[config.mk]
export PLATFORM = sky130hd
export DESIGN_NAME = spfc_pin_control
export DESIGN_NICKNAME = d
export VERILOG_FILES = /design/src/rtl/spfc_pkg.sv /design/src/rtl/spfc_pin_control.sv /design/src/rtl/spfc_sync_edge.sv /design/src/rtl/spfc_apb_regs.sv
export VERILOG_INCLUDE_DIRS = /design/src /design/src/rtl
export SDC_FILE = /design/constraint.sdc
export NUM_CORES = 1
export LEC_CHECK = 0
export BUFFER_PORTS_ARGS = -buffer_cell sky130_fd_sc_hd__buf_4
export CORE_UTILIZATION = 45
export CTS_CLUSTER_SIZE = 30
export DETAILED_ROUTE_END_ITERATION = 6
export SYNTH_ARGS = -nofsm -noshare
export SYNTH_HDL_FRONTEND = slang
export SYNTH_SLANG_ARGS = --single-unit
[constraint.sdc]
create_clock -name clk_sys -period 4.64 [get_ports clk_sys]
set_input_delay 1.392 -clock clk_sys [delete_from_list [all_inputs] [get_ports clk_sys]]
set_output_delay 1.392 -clock clk_sys [all_outputs]
set_load 0.01 [all_outputs]
[src/rtl/spfc_consts.svh]
// Offsets, field positions, reset values and timing counts for pin control
`ifndef SPFC_CONSTS_SVH
`define SPFC_CONSTS_SVH
`define SPFC_OFF_CTRL 12'h000
`define SPFC_OFF_SEQ 12'h004
`define SPFC_OFF_STAT 12'h008
`define SPFC_OFF_ID 12'h00C
`define SPFC_CTRL_SEL_LSB 0
`define SPFC_CTRL_SEL_MSB 3
`define SPFC_CTRL_SWSYNC_BIT 4
`define SPFC_CTRL_RESET 32'h0000_0000
`define SPFC_SEQ_RESET 32'h0000_0000
// Identification word; the value is arbitrary
`define SPFC_ID_VALUE 32'h0000_5A01
`define SPFC_CLK_MHZ 125
`define SPFC_OSC_HZ 32768
`define SPFC_OSC_DIV ((`SPFC_CLK_MHZ * 1000000) / (`SPFC_OSC_HZ * 2))
`define SPFC_EXPO_TICKS 4
`define SPFC_SLOTS_PER_SAMPLE 6
`define SPFC_SAMPLE_TICKS 32
`endif

[src/rtl/spfc_pkg.sv]
// Types shared by the pin function control block
package spfc_pkg;
    typedef enum logic [3:0] {
        SEL_INTERNAL,
        SEL_MUX1_EXTCLK,
        SEL_SLVSMP_MUX2,
        SEL_SLVSMP_EXTCLK,
        SEL_MSTSMP_MUX2,
        SEL_MSTSMP_EXTCLK,
        SEL_SLVEXP_MUX2,
        SEL_MSTEXP_MUX2,
        SEL_MSTEXP_EXTCLK,
        SEL_RESTART_SYNC
    } spfc_sel_t;
    typedef enum logic [1:0] {
        SEQ_IDLE,
        SEQ_EXPOSE,
        SEQ_GAP
    } spfc_seq_t;
endpackage

[src/rtl/spfc_pin_control.sv]
// Top of the two auxiliary pin function controller
// Overview of operation
// - Mux pin low on emitters four to six
// - Mux pin undriven when no mux slot
// - Code 0000: second pin off, internal timing
// - Code 0001: mux, external clock times sample and exposure starts
// - Code 0010: sample trigger in, mux second
// - Code 0011: sample trigger, external exposure clock
// - Code 0100: drive sample timing, mux second
// - Code 0101: drive sample timing, external clock
// - Code 0110: exposure trigger input, mux second
// - Code 0111: drive exposure timing, mux second
// - Code 1000: drive exposure timing, external clock
// - Code 1001: fall aborts, clock rise restarts
`timescale 1ns/1ps
`default_nettype none
`include "spfc_consts.svh"
module spfc_pin_control
#(
    parameter int OSC_DIV = `SPFC_OSC_DIV,
    parameter int SAMPLE_TICKS = `SPFC_SAMPLE_TICKS,
    parameter int EXPO_TICKS = `SPFC_EXPO_TICKS
)
(
    input wire logic clk_sys,
    input wire logic nrst,
    input wire logic psel,
    input wire logic penable,
    input wire logic pwrite,
    input wire logic [11:0] paddr,
    input wire logic [31:0] pwdata,
    input wire logic [3:0] pstrb,
    output logic [31:0] prdata,
    output logic pready,
    output logic pslverr,
    input wire logic firstAuxPinIn,
    output logic firstAuxPinOut,
    output logic firstAuxPinOe,
    input wire logic secondAuxPinIn,
    output logic secondAuxPinOut,
    output logic secondAuxPinOe,
    output logic exposureActive,
    output logic sampleStart
);
    generate
        if (OSC_DIV < 2 || OSC_DIV > 16777216 || SAMPLE_TICKS < 8
            || EXPO_TICKS < 1 || EXPO_TICKS > 255 || SAMPLE_TICKS > 65535)
        begin : g_bad_params
            $error("spfc_pin_control: unsupported timing parameters");
        end
    endgenerate

    localparam int NSLOT = `SPFC_SLOTS_PER_SAMPLE;
    localparam logic [23:0] DIV_LAST = 24'(OSC_DIV - 1);
    localparam logic [15:0] SMP_LAST = 16'(SAMPLE_TICKS - 1);
    localparam logic [7:0] EXP_LAST = 8'(EXPO_TICKS - 1);

    // Slot code: 0 empty, 1..3 emitters 1-3, 4..6 emitters 4-6 through mux
    // (states A, B, C), 7 ambient
    function automatic logic slotUsesMux(input logic [3:0] code);
        slotUsesMux = (code >= 4'h4) && (code <= 4'h6);
    endfunction

    function automatic logic slotUsed(input logic [3:0] code);
        slotUsed = (code != 4'h0);
    endfunction

    typedef struct packed {
        logic [23:0] divCnt;
        logic oscTick;
        logic [15:0] smpCnt;
        spfc_pkg::spfc_seq_t seq;
        logic [2:0] slot;
        logic [7:0] expCnt;
        logic muxLow;
        logic expOut;
        logic smpOut;
        logic startPulse;
        logic armed;
        logic [15:0] sampleCount;
    } spfc_state_t;

    spfc_state_t st;
    spfc_state_t next_st;

    logic [3:0] selCode;
    logic swSyncPulse;
    logic [23:0] slotTable;
    logic [31:0] statusWord;
    logic p1Level, p1Rise, p1Fall;
    logic p2Level, p2Rise, p2Fall;
    spfc_pkg::spfc_sel_t mode;
    logic anyMux;
    logic [NSLOT-1:0] muxSlot;
    logic [NSLOT-1:0] usedSlot;
    logic extClk;
    logic slaveSample;
    logic slaveExpose;
    logic masterSample;
    logic masterExpose;
    logic muxOnFirst;
    logic tick;
    logic sampleTrig;
    logic exposeTrig;
    logic abortSeq;
    logic lastSlot;

    spfc_apb_regs u_regs
    (
        .clk_sys(clk_sys),
        .nrst(nrst),
        .psel(psel),
        .penable(penable),
        .pwrite(pwrite),
        .paddr(paddr),
        .pwdata(pwdata),
        .pstrb(pstrb),
        .prdata(prdata),
        .pready(pready),
        .pslverr(pslverr),
        .statusWord(statusWord),
        .selCode(selCode),
        .swSyncPulse(swSyncPulse),
        .slotTable(slotTable)
    );

    spfc_sync_edge u_sync1
    (
        .clk_sys(clk_sys),
        .nrst(nrst),
        .pinIn(firstAuxPinIn),
        .level(p1Level),
        .rise(p1Rise),
        .fall(p1Fall)
    );

    spfc_sync_edge u_sync2
    (
        .clk_sys(clk_sys),
        .nrst(nrst),
        .pinIn(secondAuxPinIn),
        .level(p2Level),
        .rise(p2Rise),
        .fall(p2Fall)
    );

    genvar g;
    generate
        for (g = 0; g < NSLOT; g++)
        begin : g_slot
            assign muxSlot[g] = slotUsesMux(slotTable[g*4 +: 4]);
            assign usedSlot[g] = slotUsed(slotTable[g*4 +: 4]);
        end
    endgenerate
    assign anyMux = |muxSlot;

    assign mode = (selCode > 4'h9) ? spfc_pkg::SEL_INTERNAL
        : spfc_pkg::spfc_sel_t'(selCode);

    always_comb
    begin
        extClk = 1'b0;
        slaveSample = 1'b0;
        slaveExpose = 1'b0;
        masterSample = 1'b0;
        masterExpose = 1'b0;
        muxOnFirst = 1'b0;
        case (mode)
            spfc_pkg::SEL_INTERNAL: muxOnFirst = 1'b1;
            spfc_pkg::SEL_MUX1_EXTCLK:
            begin
                muxOnFirst = 1'b1;
                extClk = 1'b1;
            end
            spfc_pkg::SEL_SLVSMP_MUX2: slaveSample = 1'b1;
            spfc_pkg::SEL_SLVSMP_EXTCLK:
            begin
                slaveSample = 1'b1;
                extClk = 1'b1;
            end
            spfc_pkg::SEL_MSTSMP_MUX2: masterSample = 1'b1;
            spfc_pkg::SEL_MSTSMP_EXTCLK:
            begin
                masterSample = 1'b1;
                extClk = 1'b1;
            end
            spfc_pkg::SEL_SLVEXP_MUX2: slaveExpose = 1'b1;
            spfc_pkg::SEL_MSTEXP_MUX2: masterExpose = 1'b1;
            spfc_pkg::SEL_MSTEXP_EXTCLK:
            begin
                masterExpose = 1'b1;
                extClk = 1'b1;
            end
            spfc_pkg::SEL_RESTART_SYNC: extClk = 1'b1;
            default: muxOnFirst = 1'b1;
        endcase
    end

    assign tick = extClk ? p2Rise : st.oscTick;
    // Slave modes ignore the local sample counter entirely
    assign sampleTrig = (slaveSample || slaveExpose) ? p1Rise
        : (tick && (!st.armed || st.smpCnt == SMP_LAST));
    assign exposeTrig = slaveExpose ? p1Rise : tick;
    assign abortSeq = ((mode == spfc_pkg::SEL_RESTART_SYNC) && p1Fall)
        || swSyncPulse;
    assign lastSlot = (st.slot == 3'(NSLOT - 1));

    always_comb
    begin
        next_st = st;
        next_st.startPulse = 1'b0;
        next_st.oscTick = 1'b0;
        if (st.divCnt == DIV_LAST)
        begin
            next_st.divCnt = 24'h00_0000;
            next_st.oscTick = 1'b1;
        end
        else
            next_st.divCnt = st.divCnt + 24'h00_0001;
        if (tick)
            next_st.smpCnt = (st.smpCnt == SMP_LAST) ? 16'h0000
                : st.smpCnt + 16'h0001;
        // A restart begins a fresh sample on the next timing tick
        if (!st.armed && tick)
        begin
            next_st.armed = 1'b1;
            next_st.smpCnt = 16'h0000;
        end
        case (st.seq)
            spfc_pkg::SEQ_IDLE:
            begin
                if (sampleTrig)
                begin
                    next_st.seq = spfc_pkg::SEQ_GAP;
                    next_st.slot = 3'h0;
                    next_st.startPulse = 1'b1;
                    next_st.sampleCount = st.sampleCount + 16'h0001;
                    // Slave exposure trigger also opens first exposure when slot 0 is used
                    if (slaveExpose && usedSlot[0])
                    begin
                        next_st.seq = spfc_pkg::SEQ_EXPOSE;
                        next_st.expCnt = 8'h00;
                        next_st.muxLow = muxSlot[0];
                    end
                end
            end
            spfc_pkg::SEQ_GAP:
            begin
                if (exposeTrig)
                begin
                    if (usedSlot[st.slot])
                    begin
                        next_st.seq = spfc_pkg::SEQ_EXPOSE;
                        next_st.expCnt = 8'h00;
                        next_st.muxLow = muxSlot[st.slot];
                    end
                    else
                        next_st.seq = spfc_pkg::SEQ_IDLE;
                end
            end
            spfc_pkg::SEQ_EXPOSE:
            begin
                if (st.expCnt == EXP_LAST)
                begin
                    next_st.muxLow = 1'b0;
                    next_st.slot = st.slot + 3'h1;
                    next_st.seq = lastSlot ? spfc_pkg::SEQ_IDLE
                        : spfc_pkg::SEQ_GAP;
                end
                else if (!slaveExpose || tick)
                    next_st.expCnt = st.expCnt + 8'h01;
            end
            default: next_st.seq = spfc_pkg::SEQ_IDLE;
        endcase
        if (abortSeq)
        begin
            next_st.seq = spfc_pkg::SEQ_IDLE;
            next_st.muxLow = 1'b0;
            next_st.armed = 1'b0;
            // Abort beats a start in the same cycle
            next_st.startPulse = 1'b0;
            next_st.sampleCount = st.sampleCount;
        end
        next_st.expOut = (next_st.seq == spfc_pkg::SEQ_EXPOSE);
        next_st.smpOut = (next_st.seq != spfc_pkg::SEQ_IDLE);
    end

    always_ff @(posedge clk_sys or negedge nrst)
    begin
        if (!nrst)
        begin
            st <= '0;
            st.seq <= spfc_pkg::SEQ_IDLE;
            st.armed <= 1'b1;
        end
        else
            st <= next_st;
    end

    always_comb
    begin
        firstAuxPinOut = 1'b1;
        firstAuxPinOe = 1'b0;
        secondAuxPinOut = 1'b1;
        secondAuxPinOe = 1'b0;
        if (muxOnFirst)
        begin
            firstAuxPinOut = ~st.muxLow;
            firstAuxPinOe = anyMux;
        end
        else if (!extClk)
        begin
            secondAuxPinOut = ~st.muxLow;
            secondAuxPinOe = anyMux;
        end
        if (masterSample)
        begin
            firstAuxPinOut = st.smpOut;
            firstAuxPinOe = 1'b1;
        end
        if (masterExpose)
        begin
            firstAuxPinOut = st.expOut;
            firstAuxPinOe = 1'b1;
        end
    end

    assign statusWord = {st.sampleCount, 3'h0, p2Level, p1Level, anyMux,
        st.armed, st.seq, st.slot, mode[3:0]};
    assign exposureActive = st.expOut;
    assign sampleStart = st.startPulse;
endmodule // spfc_pin_control
`default_nettype wire

[src/rtl/spfc_sync_edge.sv]
// Two-stage synchroniser with rise and fall detection
`timescale 1ns/1ps
`default_nettype none
module spfc_sync_edge
(
    input wire logic clk_sys,
    input wire logic nrst,
    input wire logic pinIn,
    output logic level,
    output logic rise,
    output logic fall
);
    typedef struct packed {
        logic meta;
        logic sync;
        logic last;
    } spfc_se_t;
    spfc_se_t st;
    spfc_se_t next_st;
    always_comb
    begin
        next_st = st;
        next_st.meta = pinIn;
        next_st.sync = st.meta;
        next_st.last = st.sync;
    end
    always_ff @(posedge clk_sys or negedge nrst)
    begin
        if (!nrst)
            // Pins idle high on their pull-ups: no false edge after reset
            st <= '1;
        else
            st <= next_st;
    end
    assign level = st.sync;
    assign rise = st.sync & ~st.last;
    assign fall = ~st.sync & st.last;
endmodule // spfc_sync_edge
`default_nettype wire

[src/rtl/spfc_apb_regs.sv]
// APB register file for selector, slot table and status
`timescale 1ns/1ps
`default_nettype none
`include "spfc_consts.svh"
module spfc_apb_regs
(
    input wire logic clk_sys,
    input wire logic nrst,
    input wire logic psel,
    input wire logic penable,
    input wire logic pwrite,
    input wire logic [11:0] paddr,
    input wire logic [31:0] pwdata,
    input wire logic [3:0] pstrb,
    output logic [31:0] prdata,
    output logic pready,
    output logic pslverr,
    input wire logic [31:0] statusWord,
    output logic [3:0] selCode,
    output logic swSyncPulse,
    output logic [23:0] slotTable
);
    typedef struct packed {
        logic [3:0] sel;
        logic swSync;
        logic [23:0] slots;
        logic [31:0] rdata;
        logic err;
    } spfc_regs_t;
    spfc_regs_t st;
    spfc_regs_t next_st;
    logic access;
    logic known;
    assign access = psel & penable;
    assign known = (paddr == `SPFC_OFF_CTRL) || (paddr == `SPFC_OFF_SEQ)
        || (paddr == `SPFC_OFF_STAT) || (paddr == `SPFC_OFF_ID);
    always_comb
    begin
        next_st = st;
        next_st.swSync = 1'b0;
        next_st.err = 1'b0;
        if (psel && !penable)
        begin
            next_st.err = ~known;
            case (paddr)
                `SPFC_OFF_CTRL: next_st.rdata = {28'h000_0000, st.sel};
                `SPFC_OFF_SEQ: next_st.rdata = {8'h00, st.slots};
                `SPFC_OFF_STAT: next_st.rdata = statusWord;
                `SPFC_OFF_ID: next_st.rdata = `SPFC_ID_VALUE;
                default: next_st.rdata = 32'h0000_0000;
            endcase
        end
        if (access && pwrite && known)
        begin
            if (paddr == `SPFC_OFF_CTRL && pstrb[0])
            begin
                next_st.sel = pwdata[`SPFC_CTRL_SEL_MSB:`SPFC_CTRL_SEL_LSB];
                next_st.swSync = pwdata[`SPFC_CTRL_SWSYNC_BIT];
            end
            if (paddr == `SPFC_OFF_SEQ)
            begin
                if (pstrb[0])
                    next_st.slots[7:0] = pwdata[7:0];
                if (pstrb[1])
                    next_st.slots[15:8] = pwdata[15:8];
                if (pstrb[2])
                    next_st.slots[23:16] = pwdata[23:16];
            end
        end
    end
    always_ff @(posedge clk_sys or negedge nrst)
    begin
        if (!nrst)
        begin
            st.sel <= 4'h0;
            st.swSync <= 1'b0;
            st.slots <= 24'h00_0000;
            st.rdata <= 32'h0000_0000;
            st.err <= 1'b0;
        end
        else
            st <= next_st;
    end
    assign prdata = st.rdata;
    assign pready = 1'b1;
    assign pslverr = access & st.err;
    assign selCode = st.sel;
    assign swSyncPulse = st.swSync;
    assign slotTable = st.slots;
endmodule // spfc_apb_regs
`default_nettype wire

Word level (Yosys, flattened, before mapping)
Index checks and enable logic that the tools add are counted.
W data, S select, Z words.
{"block": "word_totals", "reg_bits": 143, "latchBits": 0, "mem_bits_rw": 0, "mem_bits_ro": 0, "inputBits": 55, "word_cells": 197, "mem_count": 0}
{"block": "classes", "addsub": 5, "n_mul": 0, "n_div": 0, "magnitude_cmp": 14, "n_eq_ne": 31, "shift": 0, "muxes": 59, "bitwise": 11, "reduce_logical": 52}
{"cell": "$pmux W32 S4", "n": 1}
{"cell": "$mux W16", "n": 5}
{"cell": "$mux W24", "n": 2}
{"cell": "$mux W8", "n": 5}
{"cell": "$add A16 B1 Y16 const B", "n": 2}
{"cell": "$mux W1", "n": 29}
{"cell": "$reduce_bool A4 Y1", "n": 7}
{"cell": "$mux W9", "n": 3}
{"cell": "$pmux W9 S3", "n": 1}
{"cell": "$mux W25", "n": 1}
{"cell": "$add A24 B1 Y24 const B", "n": 1}
{"cell": "$eq A12 B4 Y1 const B", "n": 2}
{"cell": "$eq A24 B11 Y1 const B", "n": 1}
{"cell": "$ge A4 B3 Y1 const B", "n": 6}
{"cell": "$le A4 B3 Y1 const B", "n": 6}
{"cell": "$mux W18", "n": 1}
{"cell": "$eq A16 B5 Y1 const B", "n": 1}
{"cell": "$eq A4 B3 Y1 const B", "n": 4}
{"cell": "$ne A3 B3 Y1 const B", "n": 5}
{"cell": "$reduce_and A3 Y1", "n": 5}
{"cell": "$logic_and A1 B1 Y1", "n": 14}
{"cell": "$mux W14", "n": 1}
{"cell": "$ne A2 B2 Y1 const B", "n": 7}
{"cell": "$eq A12 B3 Y1 const B", "n": 1}
{"cell": "32 further kinds", "n": 61}

Logic depth before layout (Yosys ltp)
{"block": "logic_depth", "depth_word": 12, "mapped_depth": 9}

Modules after synthesis
From an unflattened synthesis, not the netlist that was laid out.
{"block": "hier_totals", "hier_cells": 762, "area_unflattened_um2": 7976.4}
{"module": "spfc_pin_control", "instances": 1, "cells_per_inst": 475, "area_each_um2": 4513.1, "seq_area_each_um2": 1878.1}
{"module": "spfc_apb_regs", "instances": 1, "cells_per_inst": 277, "area_each_um2": 3275.6, "seq_area_each_um2": 1551.5}
{"module": "spfc_sync_edge", "instances": 2, "cells_per_inst": 5, "area_each_um2": 93.8, "seq_area_each_um2": 78.8}

Worst setup path after synthesis
OpenSTA, ideal clock, no wires.
{"block": "synth_timing", "kind": "input to register", "startpoint": "input paddr[9]", "endpoint": "register u_regs.st (netlist bit u_regs.slotTable[0])", "arrival_time_ps": 3130, "setup_slack_ps": 1385, "stages": 5, "path_buffers": 0, "path_cell_list": "nor4_1 -> and4_1 -> nand3_1 -> nor4_2 -> mux2_2"}
{"block": "synth_via", "elab_chain_cells": 6}
{"item": "from (decl)", "line": "spfc_pin_control.sv:30", "source": "input wire logic [11:0] paddr,"}
{"item": "$eq A12 B3 Y1 (no source line) / $logic_not A12 Y1 (equally long branches)"}
{"item": "$logic_or A1 B1 Y1 (3 in series)", "line": "spfc_apb_regs.sv:35", "source": "assign known = (paddr == `SPFC_OFF_CTRL) || (paddr == `SPFC_OFF_SEQ)"}
{"item": "$logic_and A1 B1 Y1", "line": "spfc_apb_regs.sv:53", "source": "if (access && pwrite && known)"}
{"item": "$reduce_and A3 Y1 (no source line) (*)"}
{"item": "to (signal assigned)", "line": "spfc_apb_regs.sv:82", "source": "st <= next_st;"}
{"item": "to (decl)", "line": "spfc_apb_regs.sv:30", "source": "spfc_regs_t st;"}
Every way passes the cells marked *; elsewhere a longest branch is shown, timed or not.
A chain may end at the register's enable or synchronous reset.

Worst setup path after layout
{"block": "layout_timing", "startpoint": "register u_regs.st (netlist bit u_regs.slotTable[0])", "endpoint": "output firstAuxPinOe"}
{"block": "layout_via", "elab_chain_cells": 6}
{"item": "$ge A4 B3 Y1 / $le A4 B3 Y1 (equally long branches)", "line": "spfc_pin_control.sv:61", "source": "slotUsesMux = (code >= 4'h4) && (code <= 4'h6);"}
{"item": "$logic_and A1 B1 Y1 (*)", "line": "spfc_pin_control.sv:61"}
{"item": "$reduce_or A6 Y1 (*)", "line": "spfc_pin_control.sv:155", "source": "assign anyMux = |muxSlot;"}
{"item": "$mux W1 (*)", "line": "spfc_pin_control.sv:306", "source": "if (muxOnFirst)"}
{"item": "$mux W1 (*)", "line": "spfc_pin_control.sv:316", "source": "if (masterSample)"}
{"item": "$mux W1 (*)", "line": "spfc_pin_control.sv:321", "source": "if (masterExpose)"}
{"item": "to (decl)", "line": "spfc_pin_control.sv:38", "source": "output logic firstAuxPinOe,"}
Marks and branches as above.

==> impl_metrics.sql <==
INSERT INTO impl_metrics (metric_group, metric, value, unit) VALUES
('status', 'status', 'finished, final reports clean', ''),
('logic_synthesis', 'cell_with_the_most_instances_after_synthesis', 'dfrtp_1', ''),
('floorplanning', 'placementRows', '46', ''),
('sta', 'post-route-min-period', '3.913', 'ns'),
('sta', 'fin_tns_setup', '0', 'ns'),
('floorplanning', 'horizontal_die_dimension', '129.4', 'µm'),
('logic_synthesis', 'synth_warnings', '0', ''),
('sta', 'worst_relative_slew_slack', '30.10', '%'),
('route', 'drt_first_iter_violations', '442', ''),
('clocking', 'tritoncts.num_buffers', '17', ''),
('hold_path', 'holdPathStages', '0', ''),
('route', 'detail_route.first_pass.iterations', '4', ''),
('logic_synthesis', 'largest_area_contributor_in_the_synthesized_netlist', 'dfrtp_1', ''),
('clocking', 'ctsHtreeMaxLevel', '4', ''),
('critical_path', 'cp.arrival', '2.52', 'ns'),
('route', 'wl', '16680', 'µm'),
('sta', 'final_max_slew_viol_count', '0', ''),
('critical_path', 'r2r-start', 'st[39]', ''),
('sta', 'max_freq', '255.6', 'MHz'),
('logic_synthesis', 'post-synth-top-area-fraction', '46.63', '%'),
('final_layout', 'drive_above_1_share', '21.80', '%'),
('logic_synthesis', 'synth_cell_type_count', '64', ''),
('pwr', 'max-vdd-ir-drop', '0.2573', 'mV'),
('global_route', 'first_global_vias', '5194', ''),
('route', 'drc_errors', '0', ''),
('clocking', 'clk-insertion-delay-late', '0.43', 'ns'),
('floorplanning', 'initial_cell_density_of_the_core', '45.94', '%'),
('critical_path', 'slowest_stage', 'or3b_2', ''),
('floorplanning', 'placeable_core_region', '15890', 'µm²'),
('clocking', 'tritoncts_clock_tree', 'built', ''),
('pwr', 'leakage', '3.905', 'nW'),
('logic_synthesis', 'synth_edf_count', '0', ''),
('sta', 'timing_worst_slew_pin_value', '1.048', 'ns'),
('clocking', 'cts_num_sinks', '143', ''),
('logic_synthesis', 'yosysSeqAreaShare', '49.15', '%'),
('critical_path', 'crit_path_start_kind', 'flip-flop', ''),
('clocking', 'cts_root_buffer', 'clkbuf_16', ''),
('logic_synthesis', 'per_instance_average_area_after_synthesis', '9.984', 'µm²'),
('route', 'route.vias.total', '5525', ''),
('logic_synthesis', 'yosys_register_bits', '143', ''),
('clocking', 'cts.repair.resized', '0', ''),
('clocking', 'cts.hold.buffers_added', '0', ''),
('logic_synthesis', 'synth_top_flop_cell', 'dfrtp_1', ''),
('final_layout', 'finalNetCount', '851', ''),
('critical_path', 'worstRegToRegCells', '7', ''),
('clocking', 'cts_max_path_buffers', '2', ''),
('logic_synthesis', 'post_synth_net_total', '797', ''),
('logic_synthesis', 'synthArstFlopShare', '100.0', '%'),
('clocking', 'post_cts_buffers', '0', ''),
('hold_path', 'hold-path-endpoint', 'u_sync2.level', ''),
('sta', 'final_period_utilization', '84.33', '%'),
('floorplanning', 'die_h', '129.4', 'µm'),
('global_route', 'global_route.usage.met3', '3.799', '%'),
('placement', 'place.gp.congestion', '0.8361', ''),
('route', 'wl_per_cell', '16.45', 'µm'),
('sta', 'hold_violations', '0', ''),
('hold_path', 'hp-start', 'u_sync2.next_st[1]', ''),
('pwr', 'totalPowerFinal', '0.002831', 'W'),
('logic_synthesis', 'synthesis.area', '7298', 'µm²'),
('logic_synthesis', 'yosys-top-cells-count', 'dfrtp_1, nand2_1, nor2_1', ''),
('critical_path', 'crit_path_max_incr_delay', '0.57', 'ns'),
('global_route', 'most_crowded_layer_gr', 'met2', ''),
('route', 'via_cell_ratio', '5.449', ''),
('final_layout', 'syn_to_final_growth', '17.57', '%'),
('critical_path', 'end_kind', 'primary output', ''),
('critical_path', 'critical_path.cell_chain', 'nand2_1 > nand3b_1 > nand4_1 > or3b_2 > maj3_1 > nor2_1 > a211oi_1 > buf_4', ''),
('critical_path', 'cp.required', '3.25', 'ns'),
('global_route', 'global_route_wire_length_before_repair', '27110', 'µm'),
('critical_path', 'worst-path-max-fanout', '5', ''),
('hold_path', 'hold_path.class', 'reg2reg', ''),
('global_route', 'groute.layer.met2.usage', '33.55', '%');
## report_power, final
part	internal (W)	switching, W	leakage (nW)
Clock	0.000933	0.000540	0.301
Sequential	0.00126	0.00000499	1.95
Combinational	0.0000396	0.0000574	1.66
## worst max path at each step
| stage | endpoint | depth (start not counted) | from |
|---|---|---|---|
| after floorplan | u_regs.slotTable[0] | 5 | paddr[9] |
| after global placement | u_regs.slotTable[17] | 7 | paddr[9] |
| after detailed placement | u_regs.slotTable[18] | 7 | paddr[9] |
| after CTS | firstAuxPinOe | 8 | u_regs.slotTable[0] |
| after global routing | firstAuxPinOe | 8 | u_regs.slotTable[0] |
| final | firstAuxPinOe | 8 | u_regs.slotTable[0] |
## per-stage QoR
step	setup slack [ns]	hold slack, ns	util [%]	area (µm²)	cells
after floorplan	1.385	0.3452	-	7298	731
after global placement	0.8589	0.3470	50.00	7943	982
after detailed placement	0.8390	0.3490	50.00	7943	982
after CTS	0.7205	0.3517	54.02	8581	1014
after global routing	0.6191	0.3543	54.02	8581	1014
final	0.7270	0.3548	54.02	8581	1014
## layout by cell type, fill, tap and decap left out, types with 3 or more instances in the layout
cell / netlist / final
o31ai_1: 5 / 5
bufinv_16: 0 / 4
mux2i_1: 7 / 7
o22ai_1: 5 / 5
and3_1: 16 / 16
a21oi_1: 13 / 13
nand3_1: 29 / 29
nand4_1: 17 / 17
clkinvlp_4: 0 / 3
o211ai_1: 4 / 4
o21ai_0: 49 / 49
a211oi_1: 5 / 5
a22oi_1: 14 / 14
dfrtp_1: 136 / 136
a31oi_1: 4 / 4
mux2_2: 28 / 28
dfstp_2: 7 / 7
o41ai_1: 5 / 5
nand3b_1: 5 / 5
nand2b_1: 9 / 8
and2_1: 4 / 4
or4_1: 3 / 3
nor2_1: 62 / 62
inv_1: 17 / 17
nor2b_1: 4 / 4
clkbuf_16: 0 / 17
xnor2_1: 28 / 28
nand2_1: 92 / 92
and4_1: 4 / 4
nor4_1: 10 / 10
a22o_1: 3 / 3
ha_1: 11 / 11
o2bb2ai_1: 3 / 3
nor3_1: 14 / 14
nor4b_1: 3 / 3
buf_4: 33 / 90
xor2_1: 20 / 20
## flip-flops by register name, indices dropped and copies added, names as in the netlist, 4 cells and up
| register | count |
|---|---|
| st | 73 |
| u_regs.prdata | 32 |
| u_regs.slotTable | 24 |
| u_regs.selCode | 4 |
## area by class of cell
| type | instances | area [µm²] |
|---|---|---|
| multi-input cells | 514 | 3314 |
| flip-flops and latches | 143 | 3587 |
| repair buffers | 92 | 706.9 |
| fillers | 1461 | 7305 |
| clock buffers | 21 | 460.4 |
| well taps | 216 | 270.3 |
| inverters | 17 | 63.81 |
| clock inverters | 11 | 177.7 |
## cell families after synthesis
| group | share of synthesized area, % |
|---|---|
| and+or+nand+nor | 19.41 |
| DFF | 49.15 |
| AOI/OAI and AO/OA | 12.48 |
| buffers and inverters | 5.537 |
| xor gates and xnor gates | 5.760 |
| muxes | 5.589 |
| adders and majority gates | 2.023 |
| other | 0.05138 |
## per-layer routing
metal / share of wire, % / routed length, µm / up-vias
met5: 0 / 0 / -
met4: 1.4 / 227 / 0
met3: 3.9 / 651 / 20
met2: 47 / 7828 / 130
met1: 48 / 7970 / 2694
li1: - / - / 2681
Power figures use the tool's default switching activity.
